File: src/hdl/usic_pkg.sv
// constants, register map and state types of the serial status and interrupt block
package usic_pkg;
	// ---------------------------------------------------------------
	// bus
	// ---------------------------------------------------------------
	localparam int          DATA_W      = 32;
	localparam int          ADDR_W      = 32;
	localparam logic [2:0]  HSIZE_WORD  = 3'h2;
	localparam logic [1:0]  HRESP_OKAY  = 2'h0;
	// register indices, byte address is index * 4
	localparam logic [7:0]  IDX_CTRL    = 8'h98;
	localparam logic [7:0]  IDX_DATA    = 8'h99;
	localparam logic [7:0]  IDX_AUX     = 8'hA2;
	localparam logic [7:0]  IDX_STATUS  = 8'hBA;
	localparam logic [7:0]  IDX_BAUD    = 8'hBE;
	// ---------------------------------------------------------------
	// uart_status_control fields
	// ---------------------------------------------------------------
	localparam int          ST_IRQ_EN   = 0;
	localparam int          ST_OE       = 1;
	localparam int          ST_LOW      = 2;
	localparam int          ST_FRAME    = 3;
	localparam int          ST_DRAIN    = 4;
	localparam int          ST_SPLIT    = 5;
	localparam int          ST_LATE     = 6;
	localparam int          ST_DOUBLE   = 7;
	// serial control fields
	localparam int          CT_RX_DONE  = 0;
	localparam int          CT_TX_DONE  = 1;
	localparam int          CT_RX9      = 2;
	localparam int          CT_TX9      = 3;
	localparam int          CT_REN      = 4;
	localparam int          CT_MODE_LO  = 6;
	localparam int          CT_MODE_HI  = 7;
	// aux fields
	localparam int          AX_DOUBLE   = 0;
	localparam int          AX_EBRK     = 6;
	// reset values
	localparam logic [7:0]  RST_BAUD    = 8'h00;
	localparam logic [7:0]  RST_CTRL    = 8'h00;
	// ---------------------------------------------------------------
	// modes and timing
	// ---------------------------------------------------------------
	localparam logic [1:0]  MODE_SHIFT  = 2'h0;
	localparam logic [1:0]  MODE_8VAR   = 2'h1;
	localparam logic [1:0]  MODE_9FIX   = 2'h2;
	localparam logic [1:0]  MODE_9VAR   = 2'h3;
	localparam logic [3:0]  OS_LAST     = 4'hF;
	localparam logic [3:0]  OS_SMP_A    = 4'h6;
	localparam logic [3:0]  OS_SMP_B    = 4'h7;
	localparam logic [3:0]  OS_SMP_C    = 4'h8;
	localparam logic [3:0]  BITS_8      = 4'h7;
	localparam logic [3:0]  BITS_9      = 4'h8;
	localparam int          BREAK_BITS  = 11;
	localparam logic [7:0]  BREAK_TICKS = 8'(BREAK_BITS * 16);
	localparam logic [7:0]  OS_DIV_FIX32 = 8'h01;
	localparam logic [7:0]  OS_DIV_FAST  = 8'h00;
	// ---------------------------------------------------------------
	// states
	// ---------------------------------------------------------------
	typedef enum logic [1:0] {TX_IDLE, TX_START, TX_DATA, TX_STOP} usic_tx_t;
	typedef enum logic [1:0] {RX_IDLE, RX_START, RX_DATA, RX_STOP} usic_rx_t;
endpackage : usic_pkg

File: src/hdl/usic_uart_status_and_irq_control.sv
// serial port with status flags, interrupt routing and transmit double buffering
// How it works
// - mode select 00 shift register at clock/16 after reset, 01/11 variable, 10 fixed.
// - status enable lets framing, break and overrun flags raise the serial interrupt.
// - status interrupt rides the receive line when split, the combined line otherwise.
// - receive done flag raises its interrupt whatever the status enable says.
// - break with break reset enable set requests a device reset.
// - overrun set when bit 8 arrives while receive done still set; software clears.
// - break flag set after 11 low bit times; only software clears it.
// - framing flag set when the stop bit is low; only software clears it.
// - double buffered, select 1: one interrupt per character plus one when drained.
// - double buffered, select 0: exactly one interrupt per character written.
// - double buffered, first character into an empty buffer interrupts at once, later ones per placement.
// - split select gives separate receive and transmit interrupts, else one combined.
// - transmit interrupt at start of stop bit, or its end when late placement set; in shift mode 00 at end of the eighth data bit.
// - double buffer enable bit, cleared by reset.
// - single buffered with late placement may leave a gap before next start.
// - double buffered write into empty buffer loads shifter and interrupts at once.
module usic_uart_status_and_irq_control
	import usic_pkg::*;
(
	// clock and reset
	input  wire logic                           hclk,
	input  wire logic                           hresetn,
	// ahb-lite slave
	input  wire logic                           hsel,
	input  wire logic [usic_pkg::ADDR_W-1:0]    haddr,
	input  wire logic [1:0]                     htrans,
	input  wire logic                           hwrite,
	input  wire logic [2:0]                     hsize,
	input  wire logic [usic_pkg::DATA_W-1:0]    hwdata,
	input  wire logic                           hready,
	output logic      [usic_pkg::DATA_W-1:0]    hrdata,
	output logic                                hreadyout,
	output logic      [1:0]                     hresp,
	// serial line
	input  wire logic                           rxd,
	output logic                                txd,
	// interrupts and reset request
	output logic                                irq_rx,
	output logic                                irq_tx,
	output logic                                break_reset_req
);
	import usic_pkg::*;

	// ---------------------------------------------------------------
	// bus slave
	// ---------------------------------------------------------------
	logic       ph_wr;
	logic [7:0] ph_idx;
	logic [7:0] rd_idx;
	logic [7:0] rd_val;
	logic [7:0] wdat;
	logic       addr_ok;
	logic       wr_ctrl, wr_data, wr_aux, wr_status, wr_baud;

	assign addr_ok   = hsel & hready & htrans[1];
	assign rd_idx    = (haddr[ADDR_W-1:10] == '0) ? haddr[9:2] : 8'h00;
	assign wdat      = hwdata[7:0];
	assign wr_ctrl   = ph_wr & (ph_idx == IDX_CTRL);
	assign wr_data   = ph_wr & (ph_idx == IDX_DATA);
	assign wr_aux    = ph_wr & (ph_idx == IDX_AUX);
	assign wr_status = ph_wr & (ph_idx == IDX_STATUS);
	assign wr_baud   = ph_wr & (ph_idx == IDX_BAUD);
	assign hreadyout = 1'b1;
	assign hresp     = HRESP_OKAY;

	always_ff @(posedge hclk or negedge hresetn) begin
		if (!hresetn) begin
			ph_wr  <= 1'b0;
			ph_idx <= 8'h00;
		end else begin
			ph_wr  <= addr_ok & hwrite & (hsize == HSIZE_WORD);
			ph_idx <= rd_idx;
		end
	end

	// ---------------------------------------------------------------
	// registers
	// ---------------------------------------------------------------
	logic       dbl_buf_enable, tx_irq_late, split_irq_select, dbl_buf_irq_select, status_irq_enable;
	logic       framing_error_flag, line_low_flag, overrun_flag;
	logic       receive_done_flag, transmit_done_flag, rx_ninth_bit, tx_ninth_bit, rx_enable;
	logic       mode_sel_hi, mode_sel_lo, break_reset_enable, double_rate;
	logic [7:0] baud_div, rx_buffer;
	logic [1:0] mode;
	logic       frame_set, low_set, oe_set, rx_done_set, tx_done_set;

	assign mode = {mode_sel_hi, mode_sel_lo};

	always_ff @(posedge hclk or negedge hresetn) begin
		if (!hresetn) begin
			dbl_buf_enable     <= 1'b0;
			tx_irq_late        <= 1'b0;
			split_irq_select   <= 1'b0;
			dbl_buf_irq_select <= 1'b0;
			status_irq_enable  <= 1'b0;
		end else if (wr_status) begin
			dbl_buf_enable     <= wdat[ST_DOUBLE];
			tx_irq_late        <= wdat[ST_LATE];
			split_irq_select   <= wdat[ST_SPLIT];
			dbl_buf_irq_select <= wdat[ST_DRAIN];
			status_irq_enable  <= wdat[ST_IRQ_EN];
		end
	end

	// hardware set wins over a software clear
	always_ff @(posedge hclk or negedge hresetn) begin
		if (!hresetn) begin
			framing_error_flag <= 1'b0;
			line_low_flag      <= 1'b0;
			overrun_flag       <= 1'b0;
		end else begin
			framing_error_flag <= frame_set | (framing_error_flag & ~(wr_status & ~wdat[ST_FRAME]));
			line_low_flag      <= low_set | (line_low_flag & ~(wr_status & ~wdat[ST_LOW]));
			overrun_flag       <= oe_set | (overrun_flag & ~(wr_status & ~wdat[ST_OE]));
		end
	end

	always_ff @(posedge hclk or negedge hresetn) begin
		if (!hresetn) begin
			{mode_sel_hi, mode_sel_lo} <= MODE_SHIFT;
			tx_ninth_bit               <= 1'b0;
			rx_enable                  <= 1'b0;
		end else if (wr_ctrl) begin
			{mode_sel_hi, mode_sel_lo} <= {wdat[CT_MODE_HI], wdat[CT_MODE_LO]};
			tx_ninth_bit               <= wdat[CT_TX9];
			rx_enable                  <= wdat[CT_REN];
		end
	end

	always_ff @(posedge hclk or negedge hresetn) begin
		if (!hresetn) begin
			receive_done_flag  <= 1'b0;
			transmit_done_flag <= 1'b0;
		end else begin
			receive_done_flag  <= rx_done_set | (wr_ctrl ? wdat[CT_RX_DONE] : receive_done_flag);
			transmit_done_flag <= tx_done_set | (wr_ctrl ? wdat[CT_TX_DONE] : transmit_done_flag);
		end
	end

	always_ff @(posedge hclk or negedge hresetn) begin
		if (!hresetn) begin
			break_reset_enable <= 1'b0;
			double_rate        <= 1'b0;
			baud_div           <= RST_BAUD;
		end else begin
			if (wr_aux) begin
				break_reset_enable <= wdat[AX_EBRK];
				double_rate        <= wdat[AX_DOUBLE];
			end
			if (wr_baud)
				baud_div <= wdat;
		end
	end

	always_comb begin
		unique case (rd_idx)
			IDX_CTRL:   rd_val = {mode_sel_hi, mode_sel_lo, 1'b0, rx_enable, tx_ninth_bit, rx_ninth_bit,
			                      transmit_done_flag, receive_done_flag};
			IDX_DATA:   rd_val = rx_buffer;
			IDX_AUX:    rd_val = {1'b0, break_reset_enable, 5'h00, double_rate};
			IDX_STATUS: rd_val = {dbl_buf_enable, tx_irq_late, split_irq_select, dbl_buf_irq_select,
			                      framing_error_flag, line_low_flag, overrun_flag, status_irq_enable};
			IDX_BAUD:   rd_val = baud_div;
			default:    rd_val = 8'h00;
		endcase
	end

	always_ff @(posedge hclk or negedge hresetn) begin
		if (!hresetn)
			hrdata <= '0;
		else if (addr_ok & ~hwrite)
			hrdata <= {24'h000000, rd_val};
	end

	// ---------------------------------------------------------------
	// oversampling tick, 16 per bit
	// ---------------------------------------------------------------
	logic [7:0] os_cnt, os_limit;
	logic       os_tick;

	always_comb begin
		unique case (mode)
			MODE_SHIFT: os_limit = OS_DIV_FAST;
			MODE_9FIX:  os_limit = double_rate ? OS_DIV_FAST : OS_DIV_FIX32;
			MODE_8VAR,
			MODE_9VAR:  os_limit = baud_div;
		endcase
	end

	assign os_tick = (os_cnt >= os_limit);

	always_ff @(posedge hclk or negedge hresetn) begin
		if (!hresetn)
			os_cnt <= 8'h00;
		else
			os_cnt <= os_tick ? 8'h00 : os_cnt + 8'h01;
	end

	// ---------------------------------------------------------------
	// transmitter with one holding stage
	// ---------------------------------------------------------------
	usic_tx_t   tx_state;
	logic [3:0] tx_os, tx_bit, tx_last;
	logic [8:0] tx_shift, hold_data;
	logic       hold_valid, hold_irq_given;
	logic       tx_bit_end, stop_begin, stop_end, tx_point, tx_idle_empty, load_now, hold_now;

	assign tx_last       = (mode[1]) ? BITS_9 : BITS_8;
	assign tx_bit_end    = os_tick & (tx_os == OS_LAST);
	assign stop_begin    = (tx_state == TX_DATA) & tx_bit_end & (tx_bit == tx_last) & (mode != MODE_SHIFT);
	assign stop_end      = (tx_state == TX_STOP) & tx_bit_end;
	assign tx_point      = tx_irq_late ? stop_end : stop_begin;
	assign tx_idle_empty = (tx_state == TX_IDLE) & ~hold_valid;
	assign load_now      = wr_data & tx_idle_empty;
	assign hold_now      = wr_data & dbl_buf_enable & (tx_state != TX_IDLE) & ~hold_valid;

	always_comb begin
		if (mode == MODE_SHIFT)
			tx_done_set = (tx_state == TX_DATA) & tx_bit_end & (tx_bit == BITS_8);
		else if (dbl_buf_enable)
			tx_done_set = load_now
			            | (tx_point & hold_valid & ~hold_irq_given)
			            | (stop_end & hold_valid & ~hold_irq_given)
			            | (tx_point & ~hold_valid & dbl_buf_irq_select);
		else
			tx_done_set = tx_point;
	end

	always_ff @(posedge hclk or negedge hresetn) begin
		if (!hresetn) begin
			tx_state <= TX_IDLE;
			tx_os    <= 4'h0;
			tx_bit   <= 4'h0;
			tx_shift <= 9'h1FF;
		end else begin
			if (tx_state != TX_IDLE && os_tick)
				tx_os <= tx_os + 4'h1;
			unique case (tx_state)
				TX_IDLE: if (load_now) begin
					tx_shift <= {tx_ninth_bit, wdat};
					tx_os    <= 4'h0;
					tx_bit   <= 4'h0;
					tx_state <= (mode == MODE_SHIFT) ? TX_DATA : TX_START;
				end
				TX_START: if (tx_bit_end)
					tx_state <= TX_DATA;
				TX_DATA: if (tx_bit_end) begin
					tx_shift <= {1'b1, tx_shift[8:1]};
					tx_bit   <= tx_bit + 4'h1;
					if (mode == MODE_SHIFT && tx_bit == BITS_8)
						tx_state <= TX_IDLE;
					else if (tx_bit == tx_last)
						tx_state <= TX_STOP;
				end
				TX_STOP: if (tx_bit_end) begin
					tx_bit <= 4'h0;
					if (hold_valid) begin
						tx_shift <= hold_data; // back to back, one stop bit between
						tx_state <= TX_START;
					end else
						tx_state <= TX_IDLE;
				end
			endcase
		end
	end

	always_ff @(posedge hclk or negedge hresetn) begin
		if (!hresetn) begin
			hold_valid     <= 1'b0;
			hold_irq_given <= 1'b0;
			hold_data      <= 9'h000;
		end else if (hold_now) begin
			hold_valid     <= 1'b1;
			hold_irq_given <= 1'b0;
			hold_data      <= {tx_ninth_bit, wdat};
		end else if (stop_end) begin
			hold_valid     <= 1'b0;
			hold_irq_given <= 1'b0;
		end else if (tx_point & hold_valid)
			hold_irq_given <= 1'b1;
	end

	always_ff @(posedge hclk or negedge hresetn) begin
		if (!hresetn)
			txd <= 1'b1;
		else begin
			unique case (tx_state)
				TX_IDLE:  txd <= 1'b1;
				TX_START: txd <= 1'b0;
				TX_DATA:  txd <= tx_shift[0];
				TX_STOP:  txd <= 1'b1;
			endcase
		end
	end

	// ---------------------------------------------------------------
	// receiver, majority of three samples per bit
	// ---------------------------------------------------------------
	usic_rx_t   rx_state;
	logic       rxd_meta, rxd_sync, rxd_prev, smp_a, smp_b, rx_val, rx_dec, break_hold, nine;
	logic [3:0] rx_os, rx_bit;
	logic [8:0] rx_shift;
	logic [7:0] low_cnt;

	assign nine   = mode[1];
	assign rx_val = (smp_a & smp_b) | (smp_a & rxd_sync) | (smp_b & rxd_sync);
	assign rx_dec = os_tick & (rx_os == OS_SMP_C) & (rx_state != RX_IDLE);
	assign low_set = os_tick & ~rxd_sync & rx_enable & (low_cnt == BREAK_TICKS - 8'h01);
	assign oe_set = rx_dec & receive_done_flag &
	                (((rx_state == RX_DATA) & nine & (rx_bit == BITS_9)) | ((rx_state == RX_STOP) & ~nine));
	assign frame_set   = rx_dec & (rx_state == RX_STOP) & ~rx_val;
	assign rx_done_set = rx_dec & (rx_state == RX_STOP) & ~receive_done_flag;

	always_ff @(posedge hclk or negedge hresetn) begin
		if (!hresetn) begin
			rxd_meta <= 1'b1;
			rxd_sync <= 1'b1;
			rxd_prev <= 1'b1;
		end else begin
			rxd_meta <= rxd;
			rxd_sync <= rxd_meta;
			rxd_prev <= rxd_sync;
		end
	end

	// break counter and receiver hold-off until the line goes high again
	always_ff @(posedge hclk or negedge hresetn) begin
		if (!hresetn) begin
			low_cnt    <= 8'h00;
			break_hold <= 1'b0;
		end else begin
			if (rxd_sync)
				low_cnt <= 8'h00;
			else if (os_tick && low_cnt != BREAK_TICKS)
				low_cnt <= low_cnt + 8'h01;
			if (low_set)
				break_hold <= 1'b1;
			else if (rxd_sync)
				break_hold <= 1'b0;
		end
	end

	always_ff @(posedge hclk or negedge hresetn) begin
		if (!hresetn) begin
			rx_state <= RX_IDLE;
			rx_os    <= 4'h0;
			rx_bit   <= 4'h0;
			rx_shift <= 9'h000;
			smp_a    <= 1'b1;
			smp_b    <= 1'b1;
		end else if (!rx_enable || mode == MODE_SHIFT) begin
			rx_state <= RX_IDLE;
		end else begin
			if (rx_state != RX_IDLE && os_tick) begin
				rx_os <= rx_os + 4'h1;
				if (rx_os == OS_SMP_A)
					smp_a <= rxd_sync;
				if (rx_os == OS_SMP_B)
					smp_b <= rxd_sync;
			end
			unique case (rx_state)
				RX_IDLE: if (rxd_prev && !rxd_sync && !break_hold) begin
					rx_os    <= 4'h0; // restart the bit counter on the edge
					rx_bit   <= 4'h0;
					rx_state <= RX_START;
				end
				RX_START: if (rx_dec)
					rx_state <= rx_val ? RX_IDLE : RX_DATA; // false start rejected
				RX_DATA: if (rx_dec) begin
					rx_shift <= {rx_val, rx_shift[8:1]};
					rx_bit   <= rx_bit + 4'h1;
					if (rx_bit == (nine ? BITS_9 : BITS_8))
						rx_state <= RX_STOP;
				end
				RX_STOP: if (rx_dec)
					rx_state <= RX_IDLE;
			endcase
		end
	end

	// frame is dropped while receive done is still set
	always_ff @(posedge hclk or negedge hresetn) begin
		if (!hresetn) begin
			rx_buffer    <= 8'h00;
			rx_ninth_bit <= 1'b0;
		end else if (rx_done_set) begin
			rx_buffer    <= nine ? rx_shift[7:0] : rx_shift[8:1];
			rx_ninth_bit <= nine ? rx_shift[8] : rx_val;
		end
	end

	// ---------------------------------------------------------------
	// interrupt routing and break reset
	// ---------------------------------------------------------------
	logic status_irq;

	assign status_irq = status_irq_enable & (framing_error_flag | line_low_flag | overrun_flag);

	always_ff @(posedge hclk or negedge hresetn) begin
		if (!hresetn) begin
			irq_rx          <= 1'b0;
			irq_tx          <= 1'b0;
			break_reset_req <= 1'b0;
		end else begin
			if (split_irq_select) begin
				irq_rx <= receive_done_flag | status_irq;
				irq_tx <= transmit_done_flag;
			end else begin
				irq_rx <= receive_done_flag | transmit_done_flag | status_irq;
				irq_tx <= 1'b0;
			end
			break_reset_req <= low_set & break_reset_enable;
		end
	end
endmodule : usic_uart_status_and_irq_control

File: config.mk
export PLATFORM = sky130hd
export DESIGN_NAME = usic_uart_status_and_irq_control
export DESIGN_NICKNAME = d
export VERILOG_FILES = /design/src/hdl/usic_pkg.sv /design/src/hdl/usic_uart_status_and_irq_control.sv
export SDC_FILE = /design/constraint.sdc
export NUM_CORES = 1
export LEC_CHECK = 0
export BUFFER_PORTS_ARGS = -buffer_cell sky130_fd_sc_hd__buf_4
export CAP_MARGIN = 10
export CELL_PAD_IN_SITES_DETAIL_PLACEMENT = 0
export CELL_PAD_IN_SITES_GLOBAL_PLACEMENT = 1
export CORE_ASPECT_RATIO = 0.75
export CORE_MARGIN = 2
export CORE_UTILIZATION = 35
export CTS_BUF_LIST = sky130_fd_sc_hd__clkbuf_16
export CTS_CLUSTER_DIAMETER = 50
export DETAILED_ROUTE_END_ITERATION = 6
export GPL_TIMING_DRIVEN = 0
export HOLD_SLACK_MARGIN = 0.05
export MAX_ROUTING_LAYER = met4
export PLACE_DENSITY_LB_ADDON = 0.05
export RECOVER_POWER = 50
export SLEW_MARGIN = 15
export SYNTH_ARGS = -nofsm -noshare
export SYNTH_HDL_FRONTEND = slang
export SYNTH_SLANG_ARGS = --single-unit
File: constraint.sdc
create_clock -name hclk -period 4 [get_ports hclk]
set_input_delay 0.8 -clock hclk [delete_from_list [all_inputs] [get_ports hclk]]
set_output_delay 0.8 -clock hclk [all_outputs]
set_load 0.01 [all_outputs]
======== After elaboration in Yosys (flattened, before gate mapping) ========
Cells that the tools add are included.
word-level totals
  logic and storage cells ................. 269
  register bits after elaboration ......... 125
  output and inout port bits .............. 39
operators by class
  reduce and logical (&&, ||, !) cells .... 33
  order comparisons ....................... 1
  equal/unequal tests ..................... 43
  mux-type cells .......................... 60
  add/subtract/negate cells ............... 6
  bitwise gates (word level) .............. 81
operator list
  cell                 number
  $eq 8x8->1 const B   11
  $and 1x1->1          51
  $mux 4               12
  $mux 8               5
  $pmux 8 s5           1
  $mux 9               4
  $mux 2               14
  $pmux 9 s3           1
  $pmux 8 s3           1
  $logic_not 22->1     1
  $mux 1               17
  $add 4x1->4 const B  4
  $add 8x1->8 const B  2
  $or 1x1->1           16
  $pmux 2 s4           2
  $reduce_and 5->1     3
  $ne 2x2->1 const B   7
  $not 1->1            14
  $reduce_bool 2->1    7
  $eq 2x2->1 const B   6
  $eq 4x3->1 const B   3
  $eq 4x4->1 const B   3
  $pmux 4 s3           1
  $reduce_and 3->1     3
  other kinds (17)     35

======== Longest topological paths before layout ========
Gate-level depths: netlist of the first run.
  word-level depth ........................ 17
  mapped depth ............................ 12
  depth with buffers taken out ............ 9

======== Worst setup path after synthesis of the first run ========
Ideal clock, no wire load.
  path kind ............................... flip-flop to flip-flop
  start ................................... register mode_sel_hi
  end ..................................... register rx_shift[0]
  buffers on the path ..................... 3
  setup time .............................. 0.125 ns
  stages on the path, launching flop included .. 13
  clock period less this slack ............ 2.781 ns
  setup slack ............................. 1.219 ns
  data arrival time ....................... 2.657 ns
  path through ............................ dfrtp_1 > clkbuf_1 > buf_1 > nand2b_1 > o21ai_0 > ha_1 > a31oi_1 > nor2b_1 > o21ai_2 > a211oi_2 > and3_1 > buf_2 > mux2_2
between the ends
  longest elaborated chain between the ends .. 7
  elaborated cells on any way between the ends .. 12
  those cells by class .................... order compare: 1; eq/ne: 3; mux: 1; bitwise: 3; reduce/logical: 4
ends and longest elaborated chain
  item                                      RTL line                                 RTL
  start: declaration                        usic_uart_status_and_irq_control.sv:84   logic mode_sel_hi, mode_sel_lo, break_reset_enable, double_rate;
  start signal: assignment                  usic_uart_status_and_irq_control.sv:126  {mode_sel_hi, mode_sel_lo} <= {wdat[CT_MODE_HI], wdat[CT_MODE_LO]};
  $eq 2x1->1 or $eq 2x2->1 (tied branches)  usic_uart_status_and_irq_control.sv:184  unique case (mode)
  $reduce_or 2->1                           usic_uart_status_and_irq_control.sv:184
  $pmux 8 s3                                usic_uart_status_and_irq_control.sv:184
  $ge 8x8->1                                usic_uart_status_and_irq_control.sv:192  assign os_tick = (os_cnt >= os_limit);
  $and 1x1->1 (2 in a row)                  usic_uart_status_and_irq_control.sv:309  assign rx_dec = os_tick & (rx_os == OS_SMP_C) & (rx_state != RX_IDLE);
  $reduce_and 3->1 (no line) (*)            --
  end signal: assignment                    usic_uart_status_and_irq_control.sv:372  rx_shift <= {rx_val, rx_shift[8:1]};
  end: declaration                          usic_uart_status_and_irq_control.sv:304  logic [8:0] rx_shift;
Mark *: on every way between the ends. The rest lies on a longest branch, timed or not.
A chain may end at the register's enable or synchronous reset.

======== Final worst setup path of the first run ========
Ends and elaborated chain as after synthesis.

==> results of run 1 <==
==> area by class of cell <==
cell class	instances	area, um2	area share (%)
buffer	46	305	3.71
clock buffer	17	425	5.17
clock inverter	15	226	2.75
inverter	19	71.3	0.867
multi-input combinational	473	3270	39.8
sequential	125	3150	38.3
tap	247	309	3.76
timing repair buffer	59	465	5.66
==> power by group through the flow <==
stage	sequential (mW)	clock [mW]	combinational [mW]
final	1.28	1.72	0.134
after global routing	1.28	1.82	0.150
after CTS	1.28	1.75	0.136
after detailed placement	1.30	0	0.136
after global placement	1.30	0	0.131
after floorplan	1.30	0	0.0548
==> logic make-up (layout without fill, tap and decap cells) <==
logic type / Yosys count / count (layout) / synth area share, %
and+or+nand+nor: 226 / 226 / 17.2
DFF: 125 / 125 / 46.9
AOI/OAI and AO/OA: 105 / 105 / 10.6
muxes: 78 / 78 / 13.5
buffers and inverters: 66 / 156 / 5.67
adders and majority gates: 22 / 22 / 4.10
xor gates and xnor gates: 15 / 15 / 1.96
other: 2 / 27 / 0.112
==> cells in the final DEF (no fill, tap or decap), drive strengths merged, types with 4 or more instances in the layout <==
cell type	instances
a211oi	6
bufinv	6
nor2b	5
o21ai	33
clkinv	5
nand4	6
nor2	35
and2	10
nand3	19
o31ai	6
nand2b	8
conb	27
buf	92
dfstp	15
dfrtp	110
a22o	6
nor4	7
clkbuf	29
nand4b	5
inv	20
a21o	4
xor2	5
mux2	72
a22oi	8
and3	12
mux2i	6
a21oi	17
xnor2	10
nor3	11
nand2	86
ha	22
==> flip-flops by register name (all words and copies together) (netlist names), 2 cells and up <==
name / flops
rx_state: 2
hrdata: 8
rx_bit: 4
baud_div: 8
low_cnt: 8
tx_shift: 9
hold_data: 9
os_cnt: 8
tx_bit: 4
rx_shift: 9
rx_os: 4
tx_state: 2
ph_idx: 8
rx_buffer: 8
tx_os: 4
==> worst max-delay path by stage <==
stage / slack [ns] / cells past startpoint / start / end
floorplan: 1.22 / 12 / mode_sel_hi / rx_shift[0]
global placement: 0.25 / 12 / mode_sel_hi / rx_shift[7]
detailed placement: 0.17 / 12 / mode_sel_hi / rx_shift[0]
CTS: 0.15 / 12 / mode_sel_hi / rx_shift[0]
global route: 0.03 / 11 / mode_sel_hi / rx_shift[4]
finish: 0.41 / 11 / mode_sel_hi / rx_shift[0]
==> metrics by stage <==
step	hold WS (ns)	area, um2	setup WS, ns
floorplan	0.345	6800	1.22
global placement	0.347	7550	0.251
detailed placement	0.347	7580	0.172
CTS	0.356	8230	0.154
global route	0.363	8220	0.0345
finish	0.361	8220	0.406
==> layer usage <==
layer | GRT usage, % | part of all wire [%] | vias up
met1 | 26.2 | 53 | 2440
li1 | - | - | 2430
met2 | 24.0 | 40 | 122
met3 | 4.30 | 5.7 | 12
met5 | - | 0 | -
met4 | 4.33 | 0.97 | 0
==> results.py, run 1 <==
metrics = {
    "run_status": {
        "status": "finished with violations",
        "violations": "capacitance limit, slew limit",
    },
    "detailed_routing": {
        "ant_nets": 0,
        "routed_wl_um": 16600,
        "dr.pass1.iters": 5,
        "wl_per_cell_um": 16.6,
        "drc": 0,
        "viasPerCell": 5.00,
        "drt_iter0_drc": 265,
        "vias": 5004,
    },
    "placement": {
        "place_inst": 970,
        "dp_hpwl_um": 12300,
        "gp_congestion": 0.817,
        "portBuffers": 58,
    },
    "pwr": {
        "ir_drop_mv": 0.213,
        "p_sw_mw": 0.638,
        "p_clk_share_pct": 54.9,
        "seqPwrFrac_pct": 40.8,
        "power.internal_mw": 2.49,
        "cellLeakagePower_nw": 3.86,
        "p_sw_share_pct": 20.4,
        "power_density_nw_per_um2": 380,
        "comb_power_share_pct": 4.3,
        "power_mw": 3.13,
    },
    "global_routing": {
        "grt_pass1_wl_um": 26500,
        "grt_usage_pct": 17.7,
        "grt_pass1_vias": 4829,
        "overflow": 0,
        "grt_max_degree": 65,
        "antenna_found_initial": 0,
    },
    "synth": {
        "synthTopCellsByArea": "dfrtp_1 41%, mux2_2 10%, dfstp_2 5.9%",
        "syn_area_per_cell_um2": 10.5,
        "ys_seq_area_share_pct": 46.9,
        "postSynth.topFlopCell": "dfrtp_1",
        "netlist_instances": 639,
        "ys_types": 68,
        "synth.top_cell.area_share_pct": 41.0,
        "synth_common_cells": "110 x dfrtp_1, 86 x nand2_1, 62 x mux2_2",
        "synthArstFlopShare_pct": 100,
        "ys_seq_elements": 125,
        "synth_most_common_cell": "dfrtp_1",
        "ys.warnings.count": 0,
        "synth_area_um2": 6710,
        "synth-edff-count": 0,
        "synth.largest_area_cell": "dfrtp_1",
    },
    "cells_and_area": {
        "syn_to_final_growth_pct": 22.6,
        "num-fill-cells": 1790,
        "layout.nets": 838,
        "layout.cells.non_filler": 1001,
        "drive_gt1_share_pct": 28.9,
        "antenna_cells": 0,
        "postLayoutCoreUtil_pct": 44.2,
    },
    "cts": {
        "cts_inserted_buffers": 17,
        "clock_path_buffers": 2,
        "clk_latency_ns": 0.42,
        "htreeDepth": 4,
        "post_cts_resized": 0,
        "numClockSinks": 125,
        "post_cts_buffers": 0,
        "hold_buffers": 0,
        "root_buffer": "clkbuf_16",
        "clk_pin_slew_ns": 0.06,
        "cts_tree": "built",
    },
    "floorplanning": {
        "rows": 43,
        "ioPinCount": 114,
        "initial_utilization_pct": 36.0,
        "die_y_um": 124,
        "core_um2": 18600,
        "die_w_um": 164,
        "die_area_um2": 20300,
    },
    "timing": {
        "finalCritPeriodShare_pct": 89.9,
        "finalSetupTns_ns": 0,
        "maxSlewViolCount": 62,
        "finClkSkew_ns": 0.00907,
        "max_freq_ghz": 0.278,
        "setup_viol": 0,
        "rsz0062_at_grt": "no",
        "slew_headroom_pct": -94.4,
        "tightest_slew_ns": 2.92,
        "report.final.hold_viol_count": 0,
        "fin_crit_ns": 3.59,
    },
    "worst_setup_path": {
        "required_ns": 4.30,
        "critPathMaxFanout": 11,
        "critical_path_class": "reg -> reg",
        "worstSetupEndpointType": "flop",
        "critical_path.startpoint_type": "flop",
        "slowest_delay_ns": 0.66,
        "critical_path_arrival_ns": 3.89,
        "crit_buf_inv": 2,
        "crit_family": "compound AO/OA/AOI/OAI gates",
        "cp_slowest_cell": "dfrtp_1",
        "reg2regPathDepth": 11,
        "worstPathCellList": "buf_1, nand2b_1, o21ai_0, ha_1, a31oi_1, nor2b_1, o21ai_2, a211oi_2, and3_1, buf_2, mux2_2",
        "timing.rr.start": "mode_sel_hi",
        "rrSetupSlack_ns": 0.41,
        "rr_endpoint": "rx_shift[0]",
    },
    "hold_path": {
        "hold_path_startpoint": "rxd_meta",
        "hold_path_end": "rxd_sync",
        "whs_path_depth": 0,
        "hp-class": "reg -> reg",
    },
    "flow_run": {
        "drv_cap": 1,
    },
}
(Power assumes the default switching activity.)
==> run 2, diff against run 1 <==
--- a/config.mk
+++ b/config.mk
@@ -14,12 +14,12 @@
 export CORE_UTILIZATION = 35
 export CTS_BUF_LIST = sky130_fd_sc_hd__clkbuf_16
 export CTS_CLUSTER_DIAMETER = 50
+export CTS_CLUSTER_SIZE = 8
 export DETAILED_ROUTE_END_ITERATION = 6
 export GPL_TIMING_DRIVEN = 0
 export HOLD_SLACK_MARGIN = 0.05
 export MAX_ROUTING_LAYER = met4
 export PLACE_DENSITY_LB_ADDON = 0.05
-export RECOVER_POWER = 50
 export SLEW_MARGIN = 15
 export SYNTH_ARGS = -nofsm -noshare
 export SYNTH_HDL_FRONTEND = slang
==> run 2 against run 1 <==
The flow now finishes without violations. Die area stayed put. Maximum frequency hardly changed. Register-to-register slack hardly changed. Wire length hardly changed. Hold slack worse by 0.0052 ns. Final cell count stayed put. First-iteration DRC count stayed put. Worst setup slack hardly changed. Critical path type unchanged. Largest power group unchanged. Highest routed layer unchanged.
==> results.py, run 2 (synthesis gave the netlist of run 1 again) <==
metrics = {
    "detailed_routing": {
        "wl_met3_um": 965,
        "viasPerCell": 5.01,
        "vias": 5015,
        "dr.pass1.iters": 5,
        "routed.top_layer": "met4",
        "routed_wl_um": 16600,
        "wl_per_cell_um": 16.6,
        "wl_met1_um": 8780,
        "drt_iter0_drc": 265,
        "drc": 0,
        "ant_nets": 0,
        "wl_met2_um": 6720,
    },
    "worst_setup_path": {
        "rrSetupSlack_ns": 0.41,
        "critPathMaxFanout": 11,
        "required_ns": 4.30,
        "critical_path_arrival_ns": 3.89,
        "timing.rr.start": "mode_sel_hi",
        "critical_path.startpoint_type": "flop",
        "critical_path_class": "reg -> reg",
        "worstSetupEndpointType": "flop",
        "rr_endpoint": "rx_shift[0]",
        "reg2regPathDepth": 11,
    },
    "cells_and_area": {
        "layout.nets": 838,
        "final_cell_mix": "110 x dfrtp_1, 86 x nand2_1, 85 x buf_4, 62 x mux2_2, 35 x nor2_1",
        "num-fill-cells": 1789,
        "layout.cells.non_filler": 1001,
        "final_common_cell": "dfrtp_1",
        "antenna_cells": 0,
        "drive_gt1_share_pct": 29.2,
        "reg_top3": "hold_data: 9 flops, rx_shift: 9 flops, tx_shift: 9 flops",
        "syn_to_final_growth_pct": 22.6,
    },
    "cts": {
        "clock_path_buffers": 2,
        "clk_latency_ns": 0.42,
        "post_cts_buffers": 0,
        "numClockSinks": 125,
        "root_buffer": "clkbuf_16",
        "clk_pin_slew_ns": 0.06,
        "htreeDepth": 4,
        "cts_tree": "built",
        "hold_buffers": 0,
        "cts_inserted_buffers": 17,
        "post_cts_resized": 0,
    },
    "hold_path": {
        "hold_path_startpoint": "rxd_meta",
        "hold_path_end": "rxd_sync",
        "hp-class": "reg -> reg",
        "whs_path_depth": 0,
    },
    "timing": {
        "tightest_slew_ns": 0.814,
        "maxSlewViolCount": 0,
        "report.final.hold_viol_count": 0,
        "finalCritPeriodShare_pct": 89.9,
        "rsz0062_at_grt": "no",
        "setup_viol": 0,
        "max_freq_ghz": 0.278,
        "slew_headroom_pct": 45.3,
        "fin_crit_ns": 3.59,
        "finalSetupTns_ns": 0,
        "finClkSkew_ns": 0.00908,
    },
    "floorplanning": {
        "die_area_um2": 20300,
        "core_um2": 18600,
        "die_y_um": 124,
        "rows": 43,
        "die_w_um": 164,
        "ioPinCount": 114,
        "initial_utilization_pct": 36.0,
    },
    "global_routing": {
        "grt_usage_pct": 17.7,
        "grt_max_degree": 65,
        "grt_pass1_wl_um": 26500,
        "antenna_found_initial": 0,
        "grt_pass1_vias": 4829,
        "overflow": 0,
    },
    "flow_run": {
        "drv_cap": 0,
    },
    "run_status": {
        "status": "completed",
    },
    "pwr": {
        "ir_drop_mv": 0.213,
        "cellLeakagePower_nw": 3.86,
        "power_density_nw_per_um2": 380,
    },
    "placement": {
        "dp_hpwl_um": 12300,
        "portBuffers": 58,
        "gp_congestion": 0.817,
        "place_inst": 970,
    },
}
[run 2: critical path: stages, from the launching register on]
cell	delay [ns]
dfrtp_1	0.66
buf_1	0.45
nand2b_1	0.09
o21ai_0	0.31
ha_1	0.19
a31oi_1	0.08
nor2b_1	0.23
o21ai_2	0.18
a211oi_2	0.46
and3_1	0.23
buf_2	0.23
mux2_2	0.36
[run 2: layout make-up]
class	instances	area [um2]	area share, %
well taps	247	309	3.76
plain buffers	46	305	3.71
flip-flops and latches	125	3150	38.3
multi-input cells	473	3270	39.8
repair buffers	59	467	5.67
inverters	19	71.3	0.867
clock buffers	17	425	5.17
clock inverters	15	226	2.75
[run 2: how the worst max path moves through the flow]
stage	depth (start not counted)	slack, ns	startpoint	endpoint
final	11	0.41	mode_sel_hi	rx_shift[0]
after global routing	11	0.03	mode_sel_hi	rx_shift[4]
after CTS	12	0.15	mode_sel_hi	rx_shift[0]
after detailed placement	12	0.17	mode_sel_hi	rx_shift[0]
after global placement	12	0.25	mode_sel_hi	rx_shift[7]
after floorplan	12	1.22	mode_sel_hi	rx_shift[0]
[run 2: through the flow]
stage	hold slack (ns)	worst slack [ns]	total power [mW]	util (%)	cell area, um2
floorplan	0.345	1.22	1.35	-	6800
finish	0.356	0.406	3.13	44.2	8230
detailed placement	0.347	0.172	1.43	40.7	7580
CTS	0.356	0.154	3.16	44.2	8230
global route	0.358	0.0345	3.24	44.2	8230
global placement	0.347	0.251	1.43	40.5	7550
[run 2: report_power, final]
group          internal, mW  total (mW)  switching, mW
combinational        0.0620       0.134         0.0724
clock                  1.15        1.72          0.562
sequential             1.27        1.28        0.00417
total                  2.49        3.13          0.638
[run 2: routing by layer]
| metal | vias up | GRT usage, % |
|---|---|---|
| met5 | - | - |
| met4 | 0 | 4.33 |
| met3 | 12 | 4.30 |
| met2 | 128 | 24.0 |
| met1 | 2444 | 26.2 |
| li1 | 2431 | - |
==> run 3, diff against run 2 <==
--- a/config.mk
+++ b/config.mk
@@ -5,7 +5,7 @@
 export SDC_FILE = /design/constraint.sdc
 export NUM_CORES = 1
 export LEC_CHECK = 0
-export BUFFER_PORTS_ARGS = -buffer_cell sky130_fd_sc_hd__buf_4
+export BUFFER_PORTS_ARGS = -buffer_cell sky130_fd_sc_hd__buf_2
 export CAP_MARGIN = 10
 export CELL_PAD_IN_SITES_DETAIL_PLACEMENT = 0
 export CELL_PAD_IN_SITES_GLOBAL_PLACEMENT = 1
==> run 3 against run 2 <==
Hold slack worse by 0.034 ns. Final cell count did not move. Clock-buffer cell count did not move. First-iteration DRC count is 18% higher. Wire length is essentially flat. Non-clock buffer count did not move. Core utilization is 1.0 points lower.
==> results.py, run 3 (synthesis gave the netlist of run 1 again) <==
metrics = {
    "cts": {
        "clk_latency_ns": 0.42,
        "post_cts_buffers": 0,
        "htreeDepth": 4,
        "clk_pin_slew_ns": 0.06,
        "root_buffer": "clkbuf_16",
        "cts_inserted_buffers": 17,
        "cts_tree": "built",
        "post_cts_resized": 0,
        "clock_path_buffers": 2,
        "numClockSinks": 125,
        "hold_buffers": 0,
    },
    "global_routing": {
        "met2_usage_pct": 23.8,
        "met3_usage_pct": 4.36,
        "grt_pass1_vias": 4758,
        "overflow": 0,
        "antenna_found_initial": 0,
        "grt_use_met1_pct": 25.9,
        "busiest_layer": "met1",
        "grt_usage_pct": 17.7,
        "grt_pass1_wl_um": 26200,
        "grt_max_degree": 81,
    },
    "pwr": {
        "p_sw_mw": 0.645,
        "power_density_nw_per_um2": 373,
        "p_clk_share_pct": 53.3,
        "comb_power_share_pct": 4.1,
        "seqPwrFrac_pct": 42.6,
        "power_mw": 2.99,
        "power.internal_mw": 2.35,
        "ir_drop_mv": 0.280,
        "p_sw_share_pct": 21.6,
        "cellLeakagePower_nw": 3.81,
    },
    "detailed_routing": {
        "ant_nets": 0,
        "drc": 0,
        "routed_wl_um": 16600,
        "vias": 4951,
        "wl_per_cell_um": 16.6,
        "dr.pass1.iters": 4,
        "drt_iter0_drc": 314,
        "viasPerCell": 4.95,
    },
    "worst_setup_path": {
        "worstSetupEndpointType": "flop",
        "critical_path_class": "reg -> reg",
        "critical_path.startpoint_type": "flop",
        "critical_path_arrival_ns": 3.85,
        "required_ns": 4.31,
        "critPathMaxFanout": 11,
    },
    "cells_and_area": {
        "num-fill-cells": 1830,
        "postLayoutCellArea_um2": 8040,
        "antenna_cells": 0,
        "layout.nets": 838,
        "final_common_cell": "dfrtp_1",
        "drive_gt1_share_pct": 29.4,
        "reg_top3": "hold_data: 9 flops, rx_shift: 9 flops, tx_shift: 9 flops",
        "postLayoutCoreUtil_pct": 43.2,
        "syn_to_final_growth_pct": 19.8,
        "final_cell_mix": "110 x dfrtp_1, 86 x nand2_1, 62 x mux2_2, 61 x buf_2, 35 x nor2_1",
    },
    "timing": {
        "slew_headroom_pct": 37.1,
        "setup_viol": 0,
        "max_freq_ghz": 0.282,
        "finalCritPeriodShare_pct": 88.5,
        "fin_crit_ns": 3.54,
        "report.final.hold_viol_count": 0,
        "hold_slack_ns": 0.322,
        "finClkSkew_ns": 0.0117,
        "rsz0062_at_grt": "no",
        "tightest_slew_ns": 0.931,
        "finalSetupTns_ns": 0,
        "maxSlewViolCount": 0,
    },
    "floorplanning": {
        "die_w_um": 164,
        "rows": 43,
        "ioPinCount": 114,
        "die_y_um": 124,
        "initial_utilization_pct": 36.0,
        "die_area_um2": 20300,
        "core_um2": 18600,
    },
    "hold_path": {
        "hp-class": "in -> async",
    },
    "flow_run": {
        "drv_cap": 0,
    },
    "placement": {
        "dp_hpwl_um": 12200,
        "portBuffers": 58,
        "placed_area_um2": 7430,
        "gp_congestion": 0.807,
    },
    "run_status": {
        "status": "completed",
    },
}
==> run 3: cell count changes in the layout (fill, tap and decap cells not counted) <==
cell,change
clkinv_2,+4
bufinv_16,-2
clkinv_1,-2
buf_2,+57
buf_4,-57
==> run 3: final timing paths <==
path,end,depth (start not counted),slack (ns),startpoint
worst min register to register,rxd_sync,0,0.36,rxd_meta
max in group asynchronous,rxd_prev,2,2.89,hresetn
worst min-delay path,rx_bit[0],1,0.32,hresetn
worst max-delay path,rx_shift[0],11,0.46,mode_sel_hi
min in group hclk,rxd_sync,0,0.36,rxd_meta
worst max register to register,rx_shift[0],11,0.46,mode_sel_hi
==> run 3: routing by layer <==
metal / wire length [um] / vias to the layer above / part of all wire [%]
li1: - / 2428 / -
met1: 8840 / 2387 / 53
met2: 6600 / 119 / 40
met3: 944 / 17 / 5.7
met4: 240 / 0 / 1.4
met5: 0 / - / 0
==> run 3: stage by stage <==
stage | setup slack [ns] | cells
finish | 0.459 | 1001
global route | 0.107 | 1001
CTS | 0.183 | 1002
detailed placement | 0.203 | 970
global placement | 0.219 | 969
floorplan | 1.22 | 664
==> run 3: cell type report <==
type	count	area (um2)	area share, %
Inverter	19	71.3	0.888
Sequential cell	125	3150	39.2
Clock buffer	17	425	5.29
Multi-Input combinational cell	473	3270	40.8
Tap cell	247	309	3.85
Buffer	46	305	3.80
Timing Repair Buffer	59	324	4.03
Clock inverter	15	179	2.23
==> run 3: critical path, cell delays in order (launching register included) <==
cell	delay, ns
dfrtp_1	0.66
buf_1	0.46
nand2b_1	0.09
o21ai_0	0.27
ha_1	0.17
a31oi_1	0.08
nor2b_1	0.23
o21ai_2	0.18
a211oi_2	0.46
and3_1	0.24
buf_2	0.23
mux2_2	0.36
==> run 3: power by group through the flow <==
| stage | combinational, mW | sequential (mW) | clock (mW) |
|---|---|---|---|
| global route | 0.139 | 1.27 | 1.69 |
| detailed placement | 0.124 | 1.30 | 0 |
| global placement | 0.119 | 1.30 | 0 |
| CTS | 0.125 | 1.28 | 1.64 |
| floorplan | 0.0548 | 1.30 | 0 |
| finish | 0.123 | 1.28 | 1.60 |
